$ cat config.mk
export PLATFORM = sky130hd
export DESIGN_NAME = tuner_cpu_core
export DESIGN_NICKNAME = d
export VERILOG_FILES = /design/src/core/tuner_cpu_pkg.sv /design/src/core/tuner_cpu_core.sv
export VERILOG_INCLUDE_DIRS = /design/src /design/src/core
export SDC_FILE = /design/constraint.sdc
export NUM_CORES = 2
export LEC_CHECK = 0
export CAP_MARGIN = 20
export CORE_UTILIZATION = 40
export DETAILED_ROUTE_END_ITERATION = 8
export DONT_BUFFER_PORTS = 1
export HOLD_SLACK_MARGIN = 0.08
export SLEW_MARGIN = 20
export SYNTH_ARGS = -nofsm -noshare
export SYNTH_HDL_FRONTEND = slang
export SYNTH_SLANG_ARGS = --single-unit
$ cat constraint.sdc
create_clock -name MCLK -period 54.5 [get_ports MCLK]
set_clock_uncertainty 0.05 [all_clocks]
set_input_delay 10.9 -clock MCLK [delete_from_list [all_inputs] [get_ports MCLK]]
set_output_delay 10.9 -clock MCLK [all_outputs]
set_load 0.01 [all_outputs]
$ cat src/core/tuner_cpu_map.svh
`ifndef TUNER_CPU_MAP_SVH
`define TUNER_CPU_MAP_SVH

// register byte offsets
`define OFS_CONTROL 12'h000
`define OFS_STATUS 12'h004
`define OFS_SEGMENT 12'h008
`define OFS_PORTS 12'h00C

// control register fields
`define CTRL_RUN_BIT 0
`define CTRL_TIMER_BIT 1
`define CTRL_RESET 32'h0000_0001

// status register field positions
`define STAT_PC_LSB 0
`define STAT_CARRY_BIT 10
`define STAT_PAGE_LSB 11
`define STAT_SKIP_BIT 13
`define STAT_TIMER_BIT 14
`define STAT_HALT_BIT 15

// reset values
`define PC_RESET 10'h000
`define SEG_PATTERN_RESET 7'h7F
`define PORT_OUT_RESET 16'h0000

// sub-codes in the column field
`define SUB_PORT 4'h0
`define SUB_CARRY 4'h2
`define SUB_PAGE_ONE 4'h4
`define SUB_PAGE_TWO 4'h8
`define SUB_PAGE_ZERO 4'hC

// analog test selector in the row field
`define ROW_COMP_ABOVE 2'b00
`define ROW_COMP_BELOW 2'b10

// instruction cycle time and its count at 25 MHz
`define INSTR_TIME_NS 33300
`define MCLK_PERIOD_NS 40
`define INSTR_CYCLES (`INSTR_TIME_NS / `MCLK_PERIOD_NS)

`endif

$ cat src/core/tuner_cpu_pkg.sv
package tuner_cpu_pkg;

  typedef enum logic [5:0] {
    op_nop           = 6'b000000,
    op_bits_set      = 6'b000001,
    op_bits_clear    = 6'b000011,
    op_return        = 6'b000100,
    op_return_skip   = 6'b000101,
    op_branch        = 6'b000110,
    op_call          = 6'b000111,
    op_low_test      = 6'b001000,
    op_high_test     = 6'b001001,
    op_mem_zero_test = 6'b001010,
    op_mem_one_test  = 6'b001011,
    op_or_imm        = 6'b010001,
    op_load_imm      = 6'b010010,
    op_and_imm       = 6'b010011,
    op_segment       = 6'b100001,
    op_port_write    = 6'b100010,
    op_halt          = 6'b100011,
    op_row_copy      = 6'b100100,
    op_xor           = 6'b100101,
    op_load          = 6'b100110,
    op_signal_test   = 6'b101000,
    op_timer_test    = 6'b101001,
    op_store         = 6'b110000,
    op_src_move      = 6'b110001,
    op_port_read     = 6'b110010,
    op_dest_move     = 6'b110011
  } opcode_t;

  typedef struct packed {
    logic [5:0] op;
    logic [1:0] row;
    logic [3:0] col;
    logic [3:0] low;
  } instr_t;

  typedef struct packed {
    logic [9:0] pc;
    logic [9:0] stack;
    logic carry;
    logic [1:0] page;
    logic skip;
    logic timer;
    logic halted;
    logic run;
    logic [4:0] seg_latch;
    logic [6:0] seg_pattern;
    logic [15:0] port_out;
    logic [31:0] prdata;
    logic pslverr;
    logic [11:0] div;
  } state_t;

endpackage : tuner_cpu_pkg

$ cat src/core/tuner_cpu_core.sv
`timescale 1ns/10ps
`include "tuner_cpu_map.svh"

// Notes on behaviour
// - immediate add to memory; never, on carry, or on no carry skip
// - immediate plus carry add to memory, same three skip forms
// - register minus memory into register, skip never, on borrow, on no borrow
// - register minus memory minus borrow into register, same skip forms
// - memory minus immediate into memory, same skip forms
// - memory minus immediate minus borrow into memory, same skip forms
// - register versus memory compare, nothing stored; equal, unequal, not less, less
// - memory versus immediate compare, nothing stored; same four conditions
// - and and or of immediate into memory; xor of memory into register
// - load memory into register, store register, write immediate to memory
// - same-row moves via register-held column, and column to column copy
// - memory bit test with mask; skip if all one or all zero
// - branch and call load 10-bit address; call pushes; returns pop, one skips
// - timer flag test clears a set flag, skips when flag clear
// - page select codes drive the two page flags
// - enable pin tests skip on high or on low
// - remote signal test skips when the input is low
// - segment instruction latches indirect memory nibble and drives decoded pattern
// - port read into register, port write from register
// - port bit set, clear and all-one or all-zero tests with mask
// - comparator tests skip on above, or on at or below
// - general register is one of sixteen nibbles in page zero row zero
// - register plus memory into register, same three skip forms
module tuner_cpu_core #(
  parameter int INSTR_CYCLES = `INSTR_CYCLES,
  parameter int RAM_WORDS = 256
) (
  // clock and reset
  input wire logic MCLK,
  input wire logic RST,
  // apb slave
  input wire logic PSEL,
  input wire logic PENABLE,
  input wire logic PWRITE,
  input wire logic [11:0] PADDR,
  input wire logic [31:0] PWDATA,
  output logic [31:0] PRDATA,
  output logic PREADY,
  output logic PSLVERR,
  // program memory
  output logic [9:0] ROM_ADDR,
  input wire logic [15:0] ROM_DATA,
  // pins and peripherals
  input wire logic CE,
  input wire logic REMOTE_SIGNAL_INPUT,
  input wire logic COMP_ABOVE,
  input wire logic TIMER_TICK,
  input wire logic [15:0] PORT_IN,
  output logic [15:0] PORT_OUT,
  output logic [6:0] SEG_OUT,
  output logic OSC_HALT
);

  // pattern group 0 then group 1, active low, g down to a
  localparam logic [6:0] SEG_TABLE [32] = '{
    7'h40, 7'h79, 7'h24, 7'h30, 7'h19, 7'h12, 7'h02, 7'h58,
    7'h00, 7'h10, 7'h7F, 7'h06, 7'h3F, 7'h77, 7'h1C, 7'h23,
    7'h00, 7'h7E, 7'h7D, 7'h7B, 7'h77, 7'h6F, 7'h5F, 7'h3F,
    7'h7F, 7'h7F, 7'h7F, 7'h7F, 7'h7F, 7'h7F, 7'h7F, 7'h7F};

  tuner_cpu_pkg::state_t s;
  tuner_cpu_pkg::state_t next_s;
  tuner_cpu_pkg::instr_t ir;
  logic [3:0] ram [RAM_WORDS];
  logic ram_we;
  logic [7:0] ram_wa;
  logic [3:0] ram_wd;
  logic [3:0] mem_m;
  logic [3:0] reg_r;
  logic [3:0] ind_m;
  logic [3:0] op_a;
  logic [3:0] op_b;
  logic [4:0] res;
  logic [4:0] diff;
  logic [3:0] port_sel;
  logic step;
  logic setup;
  logic access;

  assign ir = tuner_cpu_pkg::instr_t'(ROM_DATA);
  assign mem_m = ram[{s.page, ir.row, ir.col}];
  assign reg_r = ram[{4'h0, ir.low}];
  assign ind_m = ram[{s.page, ir.row, reg_r}];
  assign port_sel = s.port_out[ir.row * 4 +: 4];
  // register group takes register then memory, immediate group memory then immediate
  assign op_a = ir.op[5] ? reg_r : mem_m;
  assign op_b = ir.op[5] ? mem_m : ir.low;
  assign step = s.run && !s.halted && (s.div == 12'h000);
  assign setup = PSEL && !PENABLE;
  assign access = PSEL && PENABLE;

  always_comb begin
    logic with_cin;
    logic flag;
    logic [3:0] pin;
    with_cin = ir.op[1] & s.carry;
    flag = 1'b0;
    pin = PORT_IN[ir.row * 4 +: 4];
    res = ir.op[0] ? 5'({1'b0, op_a} - {1'b0, op_b} - {4'h0, with_cin}) :
                     5'({1'b0, op_a} + {1'b0, op_b} + {4'h0, with_cin});
    diff = 5'({1'b0, op_a} - {1'b0, op_b});
    next_s = s;
    ram_we = 1'b0;
    ram_wa = {s.page, ir.row, ir.col};
    ram_wd = 4'h0;
    next_s.div = (s.div == 12'h000) ? 12'(INSTR_CYCLES - 1) : 12'(s.div - 12'h001);
    if (step) begin
      next_s.pc = 10'(s.pc + 10'h001);
      if (s.skip) begin
        next_s.skip = 1'b0;
      end else begin
        case (ir.op)
          tuner_cpu_pkg::op_bits_set, tuner_cpu_pkg::op_bits_clear: begin
            flag = (ir.op == tuner_cpu_pkg::op_bits_set);
            if (ir.col == `SUB_PORT) begin
              next_s.port_out[ir.row * 4 +: 4] = flag ? (port_sel | ir.low) : (port_sel & ~ir.low);
            end else if (ir.col == `SUB_CARRY) begin
              next_s.carry = flag;
            end else if (ir.col == `SUB_PAGE_ONE && flag) begin
              next_s.page = 2'b01;
            end else if (ir.col == `SUB_PAGE_TWO && flag) begin
              next_s.page = 2'b10;
            end else if (ir.col == `SUB_PAGE_ZERO && !flag) begin
              next_s.page = 2'b00;
            end
          end
          tuner_cpu_pkg::op_return: begin
            next_s.pc = s.stack;
          end
          tuner_cpu_pkg::op_return_skip: begin
            next_s.pc = s.stack;
            next_s.skip = 1'b1;
          end
          tuner_cpu_pkg::op_branch: begin
            next_s.pc = ROM_DATA[9:0];
          end
          tuner_cpu_pkg::op_call: begin
            next_s.stack = 10'(s.pc + 10'h001);
            next_s.pc = ROM_DATA[9:0];
          end
          tuner_cpu_pkg::op_low_test, tuner_cpu_pkg::op_high_test: begin
            flag = ir.op[0];
            if (ir.col == `SUB_CARRY) begin
              next_s.skip = (CE == flag);
            end else if (ir.col == `SUB_PORT) begin
              next_s.skip = flag ? ((pin & ir.low) == ir.low) : ((pin & ir.low) == 4'h0);
            end
          end
          tuner_cpu_pkg::op_mem_zero_test: begin
            next_s.skip = ((mem_m & ir.low) == 4'h0);
          end
          tuner_cpu_pkg::op_mem_one_test: begin
            next_s.skip = ((mem_m & ir.low) == ir.low);
          end
          tuner_cpu_pkg::op_or_imm: begin
            ram_we = 1'b1;
            ram_wd = mem_m | ir.low;
          end
          tuner_cpu_pkg::op_and_imm: begin
            ram_we = 1'b1;
            ram_wd = mem_m & ir.low;
          end
          tuner_cpu_pkg::op_load_imm: begin
            ram_we = 1'b1;
            ram_wd = ir.low;
          end
          tuner_cpu_pkg::op_segment: begin
            next_s.seg_latch = {reg_r[3], ind_m};
            next_s.seg_pattern = SEG_TABLE[{reg_r[3], ind_m}];
          end
          tuner_cpu_pkg::op_port_write: begin
            next_s.port_out[ir.row * 4 +: 4] = reg_r;
          end
          tuner_cpu_pkg::op_halt: begin
            next_s.halted = !CE;
          end
          tuner_cpu_pkg::op_row_copy: begin
            ram_we = 1'b1;
            ram_wd = ram[{s.page, ir.row, ir.low}];
          end
          tuner_cpu_pkg::op_xor: begin
            ram_we = 1'b1;
            ram_wa = {4'h0, ir.low};
            ram_wd = reg_r ^ mem_m;
          end
          tuner_cpu_pkg::op_load, tuner_cpu_pkg::op_port_read: begin
            ram_we = 1'b1;
            ram_wa = {4'h0, ir.low};
            ram_wd = ir.op[4] ? pin : mem_m;
          end
          tuner_cpu_pkg::op_signal_test: begin
            if (ir.col == `SUB_PORT && ir.row == `ROW_COMP_ABOVE) begin
              next_s.skip = COMP_ABOVE;
            end else if (ir.col == `SUB_PORT && ir.row == `ROW_COMP_BELOW) begin
              next_s.skip = !COMP_ABOVE;
            end else begin
              next_s.skip = !REMOTE_SIGNAL_INPUT;
            end
          end
          tuner_cpu_pkg::op_timer_test: begin
            next_s.timer = 1'b0;
            next_s.skip = !s.timer;
          end
          tuner_cpu_pkg::op_store: begin
            ram_we = 1'b1;
            ram_wd = reg_r;
          end
          tuner_cpu_pkg::op_src_move: begin
            ram_we = 1'b1;
            ram_wd = ind_m;
          end
          tuner_cpu_pkg::op_dest_move: begin
            ram_we = 1'b1;
            ram_wa = {s.page, ir.row, reg_r};
            ram_wd = mem_m;
          end
          default: begin
            if (ir.op[4] && ir.op[3:2] != 2'b00) begin
              // add and subtract, immediate group and register group
              ram_we = 1'b1;
              ram_wa = ir.op[5] ? {4'h0, ir.low} : {s.page, ir.row, ir.col};
              ram_wd = res[3:0];
              next_s.carry = res[4];
              if (ir.op[3]) begin
                next_s.skip = ir.op[2] ? res[4] : !res[4];
              end
            end else if (!ir.op[4] && ir.op[3:2] == 2'b11) begin
              case (ir.op[1:0])
                2'b10: next_s.skip = (diff[3:0] == 4'h0);
                2'b11: next_s.skip = (diff[3:0] != 4'h0);
                2'b01: next_s.skip = !diff[4];
                default: next_s.skip = diff[4];
              endcase
            end
          end
        endcase
      end
    end
    if (s.halted && CE) begin
      next_s.halted = 1'b0;
    end
    if (TIMER_TICK) begin
      next_s.timer = 1'b1;
    end
    // apb read data captured in the setup phase
    if (setup) begin
      next_s.pslverr = 1'b0;
      next_s.prdata = 32'h0000_0000;
      if (PADDR == `OFS_CONTROL) begin
        next_s.prdata[`CTRL_RUN_BIT] = s.run;
        next_s.prdata[`CTRL_TIMER_BIT] = s.timer;
      end else if (PADDR == `OFS_STATUS) begin
        next_s.prdata[`STAT_PC_LSB +: 10] = s.pc;
        next_s.prdata[`STAT_CARRY_BIT] = s.carry;
        next_s.prdata[`STAT_PAGE_LSB +: 2] = s.page;
        next_s.prdata[`STAT_SKIP_BIT] = s.skip;
        next_s.prdata[`STAT_TIMER_BIT] = s.timer;
        next_s.prdata[`STAT_HALT_BIT] = s.halted;
      end else if (PADDR == `OFS_SEGMENT) begin
        next_s.prdata[11:0] = {s.seg_pattern, s.seg_latch};
      end else if (PADDR == `OFS_PORTS) begin
        next_s.prdata[15:0] = s.port_out;
      end else begin
        next_s.pslverr = 1'b1;
      end
    end
    if (access && PWRITE && PADDR == `OFS_CONTROL) begin
      next_s.run = PWDATA[`CTRL_RUN_BIT];
      if (PWDATA[`CTRL_TIMER_BIT]) begin
        next_s.timer = 1'b1;
      end
    end
  end

  always_ff @(posedge MCLK) begin
    if (RST) begin
      s <= '0;
      s.pc <= `PC_RESET;
      s.run <= 1'(`CTRL_RESET >> `CTRL_RUN_BIT);
      s.seg_pattern <= `SEG_PATTERN_RESET;
      s.port_out <= `PORT_OUT_RESET;
    end else begin
      s <= next_s;
    end
  end

  always_ff @(posedge MCLK) begin
    if (ram_we && !RST) begin
      ram[ram_wa] <= ram_wd;
    end
  end

  assign PRDATA = s.prdata;
  assign PREADY = access;
  assign PSLVERR = access && s.pslverr;
  assign ROM_ADDR = s.pc;
  assign PORT_OUT = s.port_out;
  assign SEG_OUT = s.seg_pattern;
  assign OSC_HALT = s.halted;

endmodule : tuner_cpu_core

; Word level (Yosys, flattened, before mapping)
; Memory sizes are Yosys's and may differ from the RTL's. A register that Yosys moved wholly into a read port is not among the register bits.
; Cells that the tools add are included.
[totals]
ff_bits = 77
ramBits = 1024
rom_bits = 224
input_bits = 85
output_inout_bits = 68
elab_cells = 208
memories = 2
[op_classes]
addsub = 7
n_eq_ne = 43
shifts = 5
muxes = 66
bitwise_logic = 13
n_reduce_logical = 58
[mem_list]
columns = name, depth, word_bits, read_ports, rd_clocked_by_memory_dff, wr, line
row1 = ram, 256, 4, 4, 0, 1, tuner_cpu_core.sv:68  ; logic [3:0] ram [RAM_WORDS];
row2 = (name not given), 32, 7, 1, 1, 0, tuner_cpu_core.sv:173  ; next_s.seg_pattern = SEG_TABLE[{reg_r[3], ind_m}];
[ops]
columns = op, n
row1 = 6-bit equality test (second input constant), 12
row2 = 4-bit by 34-bit indexed part select with 16-bit output, 2
row3 = 16-bit two-way mux, 3
row4 = 4-bit case mux with 10 select lines, 1
row5 = 4-bit negator with 34-bit output, 1
row6 = 4-bit by 34-bit variable shift with 16-bit output (first input constant), 1
row7 = 16-bit bitwise mux, 2
row8 = 4-bit two-way mux, 8
row9 = 8-bit two-way mux, 4
row10 = 16-bit case mux with 2 select lines, 1
row11 = 16-bit by 5-bit indexed part select with 4-bit output, 2
row12 = 1-bit two-way mux, 26
row13 = 12-bit by 4-bit equality test with 1-bit output (second input constant), 2
row14 = 6-bit by 3-bit equality test with 1-bit output (second input constant), 4
row15 = 6-bit by 4-bit equality test with 1-bit output (second input constant), 4
row16 = 12-bit logical NOT, 2
row17 = 8-bit case mux with 3 select lines, 1
row18 = 23-bit two-way mux, 1
row19 = 23-bit OR reduction, 1
row20 = 21-bit OR reduction, 1
row21 = 10-bit two-way mux, 2
row22 = 10-bit case mux with 2 select lines, 1
row23 = 6-bit by 5-bit equality test with 1-bit output (second input constant), 3
row24 = 18-bit OR reduction, 1
row25 = 46 further kinds, 106

; Depth between registers and ports, before layout
; An unclocked memory read counts as a cell.
[depth]
word_depth = 11
mapped_depth = 27
mapped_depth_nobuf = 21

; Worst setup path after synthesis
; No wires, ideal clock.
[synth_timing]
path_type = input -> register
start = in ROM_DATA[4]
end = mem ram[0][2], data pin
setup_time_ns = 2.096
arrival_ns = 25.445
required_time_ns = 52.354
setup_slack_ns = 26.910
stages = 18
n_path_buf = 3
cell_sequence = clkbuf_1 > clkbuf_1 > buf_1 > mux4_2 > mux4_2 > mux4_2 > mux4_2 > nand2_1 > a21boi_0 > inv_1 > ha_1 > fa_1 > ha_1 > xnor2_1 > a21oi_1 > xnor2_1 > a21oi_1 > nor3_1
[synth_via]
elab_chain_len = 9
elab_cells_between_ends = 16
classes_between = add/sub: 4 / mux: 8 / bitwise: 3 / memory: 1
[synth_lines]
columns = item, line
row1 = from (decl), tuner_cpu_core.sv:46  ; input wire logic [15:0] ROM_DATA,
row2 = memory 256 x 4 bit *, n/a
row3 = 4-bit two-way mux (on tied branches), "tuner_cpu_core.sv:90, tuner_cpu_core.sv:91"
row4 = 4-bit by 4-bit adder with 5-bit output or 4-bit by 4-bit subtractor with 5-bit output (tied branches), "tuner_cpu_core.sv:104, tuner_cpu_core.sv:103"
row5 = 5-bit by 1-bit adder with 5-bit output or 5-bit by 1-bit subtractor with 5-bit output (tied branches), "tuner_cpu_core.sv:104, tuner_cpu_core.sv:103"
row6 = 5-bit two-way mux, tuner_cpu_core.sv:103  ; res = ir.op[0] ? 5'({1'b0, op_a} - {1'b0, op_b} - {4'h0, with_cin}) :
row7 = 4-bit two-way mux, tuner_cpu_core.sv:222  ; if (ir.op[4] && ir.op[3:2] != 2'b00) begin
row8 = 4-bit case mux with 10 select lines *, tuner_cpu_core.sv:116  ; case (ir.op)
row9 = 4-bit two-way mux *, tuner_cpu_core.sv:113  ; if (s.skip) begin
row10 = 4-bit two-way mux *, tuner_cpu_core.sv:111  ; if (step) begin
row11 = net ram_wd[2], tuner_cpu_core.sv:71  ; logic [3:0] ram_wd;
row12 = to (decl), tuner_cpu_core.sv:68
; The timed path passes the listed nets; every way through them passes the cells marked *.

; Worst setup path after layout
[layout_timing]
start = in PENABLE
end = out PSLVERR
[layout_via]
elab_chain_len = 2
[layout_lines]
columns = item, line
row1 = from (decl), tuner_cpu_core.sv:37  ; input wire logic PENABLE,
row2 = 1-bit logical AND, tuner_cpu_core.sv:94  ; assign access = PSEL && PENABLE;
row3 = 1-bit logical AND, tuner_cpu_core.sv:299  ; assign PSLVERR = access && s.pslverr;
row4 = to (decl), tuner_cpu_core.sv:43  ; output logic PSLVERR,
; No other way between the ends.

==> summary.md <==
### Synthesis
- share of the yosys chip area belonging to registers: 49.4%
- Top FF cell, synth: sky130_fd_sc_hd__edfxtp_1
- fraction of synthesized cell area in xor and xnor cells: 0.347%
- multiplexer share of the synthesized area: 28.7%
- share of synthesized registers carrying an async set or reset: 0%
- mean cell area of the mapped netlist: 13.9 um^2
- total number of yosys warnings: 0
- fraction of the mapped netlist area in simple logic gates: 9.62%
- dominant combinational cell family by area after synthesis: multiplexers
- number of enable-type register cells in the synthesized netlist: 1024
- count of cell types in the netlist: 96
- flops & latches, synth: 1108
- complex-gate fraction of the synthesized area: 7.55%
- number of standard cells after synthesis: 4726
- cell area after technology mapping: 65600 um^2
- fraction of the mapped netlist area in adder cells: 0.549%

### Layout
- nets: 4582
- fillcell total: 14402
- layout cell share with drive strength beyond 1: 24.2%
- synth-to-layout area growth: 8.51%
- final core area utilization: 43.7%

### STA
- Worst-Margin Slew: 1.80 ns
- maximum clock frequency: 45.3 MHz
- Setup Total Neg Slack: 0 ns
- Final Max Tran Viols: 106
- Slew headroom: -20.0%
- number of setup violations in the final report: 0
- minimum period implied by the final worst setup slack: 22.09 ns
- RSZ-0062 raised after global routing: no
- Final Hold Fails: 0
- part of the cycle the worst path needs: 40.5%

### Global route
- Global Route Usage Sum: 29.6%
- first-pass GRT wire length: 346000 um
- residual overflow from global routing: 0
- antenna violations before repair: 17
- maximum number of pins on one net before global-route repair: 388
- vias in the first global route: 44899

### Drt
- post-detailed-route count of antenna-violating nets: 0
- Initial DRT Pass Iterations: 6
- detail-routed via count per cell: 7.10
- total number of vias: 47978
- DRC viols: 0
- Routed Wire Length: 249000 um
- drt wl/cell: 36.9 um
- number of design-rule violations left by the first detailed-router iteration: 7561

### Floorplan
- number of placement rows: 148
- Total Die Area: 166000 um^2
- placeable core region: 163000 um^2
- horizontal die dimension: 407 um
- initial core utilization: 40.3%
- num ports: 153
- Vert. Die Dim: 407 um

### Placed design
- routability-driven placement congestion ratio: 0.943
- port bufs: 0
- Detailed Place HPWL: 152000 um

### Critical path
- crit path capture type: primary output
- CP Data Arrival Time: 11.14 ns
- gate family responsible for the most delay along the worst path: simple AND/OR/NAND/NOR gates
- critical path launch point type: primary input
- critical path cell sequence: and3_1
- stage delay of the slowest cell on the critical path: 0.24 ns
- classification of the worst setup path: primary input to primary output
- cell at the slowest stage of the critical path: sky130_fd_sc_hd__and3_1
- number of buffers and inverters on the critical path: 0
- required time at the worst-slack endpoint: 43.55 ns
- Worst Path Max Fanout: 3

### CTS
- clock slew at the register clock pins of the worst setup and hold paths: 0.06 ns
- H-tree levels: 3
- hold-fix buffer count after cts: 0
- Post-CTS Resized: 0
- clock network latency to the later pin of the worst-skew pair: 0.82 ns
- clk root buf: sky130_fd_sc_hd__clkbuf_16
- Num CTS Buffers: 120
- clk buf depth: 3
- Sinks on Clock Net: 1108
- TritonCTS clock tree: yes
- post-CTS setup buffers: 0

### Worst hold path
- path type of the worst min-delay path: register to register

### Outcome
- outcome: finished, violations left
- violated checks: max-slew violations

### Pwr
- power density normalized to cell area: 31.2 nW/um^2
- peak ir drop on the vdd network: 31.1 uV
- leakage dissipation: 22.6 nW

### Run
- number of max-cap violations: 0

## per-stage QoR
step / instances / worst slack (ns) / cell area, um^2 / hold slack, ns / total power, mW
3_3_place_gp: 6519 / 32.42 / 67000 / 0.386 / 1.36
6_report: 6760 / 32.41 / 71200 / 0.399 / 2.22
5_1_grt: 6751 / 32.40 / 71200 / 0.415 / 2.25
2_1_floorplan: 4741 / 26.91 / 65700 / 0.381 / 1.25
4_1_cts: 6745 / 32.42 / 71000 / 0.400 / 2.19
3_5_place_dp: 6519 / 32.42 / 67000 / 0.391 / 1.36
## layer usage
metal | track usage, % | vias up | share of wire (%)
li1 | - | 18690 | -
met1 | 38.9 | 24553 | 36
met2 | 43.5 | 3994 | 44
met3 | 9.70 | 725 | 14
met4 | 15.7 | 16 | 6.1
met5 | 0 | - | 0.040
## cells in the final DEF, fill, tap and decap left out, types with 84 or more instances in the layout
cell type,Yosys,routed
sky130_fd_sc_hd__buf_4,78,95
sky130_fd_sc_hd__mux2i_1,195,195
sky130_fd_sc_hd__edfxtp_1,1024,1024
sky130_fd_sc_hd__nor2_1,415,411
sky130_fd_sc_hd__clkbuf_16,0,120
sky130_fd_sc_hd__a21oi_1,141,140
sky130_fd_sc_hd__dfxtp_1,84,84
sky130_fd_sc_hd__mux4_2,733,732
sky130_fd_sc_hd__a211oi_1,112,112
sky130_fd_sc_hd__and3_1,126,126
sky130_fd_sc_hd__nand2_1,437,435
sky130_fd_sc_hd__nand3_1,115,115
## sequential cells by signal (all words and copies together) (netlist names)
name / flops
OSC_HALT: 1
PORT_OUT: 16
ram: 1024
SEG_OUT: 7
ROM_ADDR: 10
s: 34
PRDATA: 16
## power by group
group | total [mW] | leakage, nW | internal [mW] | switching, mW
combinational | 0.398 | 10.5 | 0.130 | 0.269
clock | 0.849 | 1.94 | 0.481 | 0.368
sequential | 0.970 | 10.1 | 0.965 | 0.00554
## cells in the mapped netlist (24+ instances only)
cell type | number | area [um^2]
sky130_fd_sc_hd__edfxtp_1 | 1024 | 30700
sky130_fd_sc_hd__mux4_2 | 733 | 16500
sky130_fd_sc_hd__nand2_1 | 437 | 1640
sky130_fd_sc_hd__nor2_1 | 415 | 1560
sky130_fd_sc_hd__clkbuf_1 | 235 | 882
sky130_fd_sc_hd__mux2i_1 | 195 | 1950
sky130_fd_sc_hd__a21oi_1 | 141 | 706
sky130_fd_sc_hd__and3_1 | 126 | 788
sky130_fd_sc_hd__nand3_1 | 115 | 576
sky130_fd_sc_hd__a211oi_1 | 112 | 841
sky130_fd_sc_hd__buf_1 | 92 | 345
sky130_fd_sc_hd__dfxtp_1 | 84 | 1680
sky130_fd_sc_hd__buf_2 | 79 | 395
sky130_fd_sc_hd__buf_4 | 78 | 586
sky130_fd_sc_hd__o21ai_0 | 76 | 380
sky130_fd_sc_hd__nor3_1 | 71 | 355
sky130_fd_sc_hd__a31oi_1 | 57 | 357
sky130_fd_sc_hd__nor2b_1 | 56 | 350
sky130_fd_sc_hd__nand4_1 | 50 | 313
sky130_fd_sc_hd__o211ai_1 | 44 | 330
sky130_fd_sc_hd__a22oi_1 | 33 | 248
sky130_fd_sc_hd__inv_1 | 29 | 109
sky130_fd_sc_hd__mux2_2 | 27 | 304
sky130_fd_sc_hd__nor4_1 | 25 | 156
sky130_fd_sc_hd__o22ai_1 | 25 | 156
sky130_fd_sc_hd__ha_1 | 24 | 300
## worst paths after layout
check                               start  slack, ns     endpoint  cells past startpoint
worst max-delay path              PENABLE      32.41      PSLVERR                      1
worst min-delay path                s[81]       0.40        s[81]                      2
worst max register to register  ram[9][0]      45.60  ram[184][2]                     19
worst min register to register      s[81]       0.40        s[81]                      2
## final cells by class
class | instances | area [um^2] | area share [%]
Clock inverter | 77 | 872 | 1.23
Tap cell | 2175 | 2720 | 3.82
Sequential cell | 1108 | 32400 | 45.6
Timing Repair Buffer | 106 | 955 | 1.34
Inverter | 32 | 123 | 0.172
Clock buffer | 149 | 3170 | 4.46
Antenna cell | 11 | 27.5 | 0.0387
Multi-Input combinational cell | 3102 | 30900 | 43.4
## logic make-up after synthesis
logic type | after synthesis
multiplexers | 960
XOR/XNOR | 26
other | 1
AO/OA/AOI/OAI | 706
flip-flops | 1108
buffers and inverters | 531
adder cells (fa/ha/maj) | 27
AND/OR/NAND/NOR | 1367
Note: power is estimated with default switching activity, not from simulation.
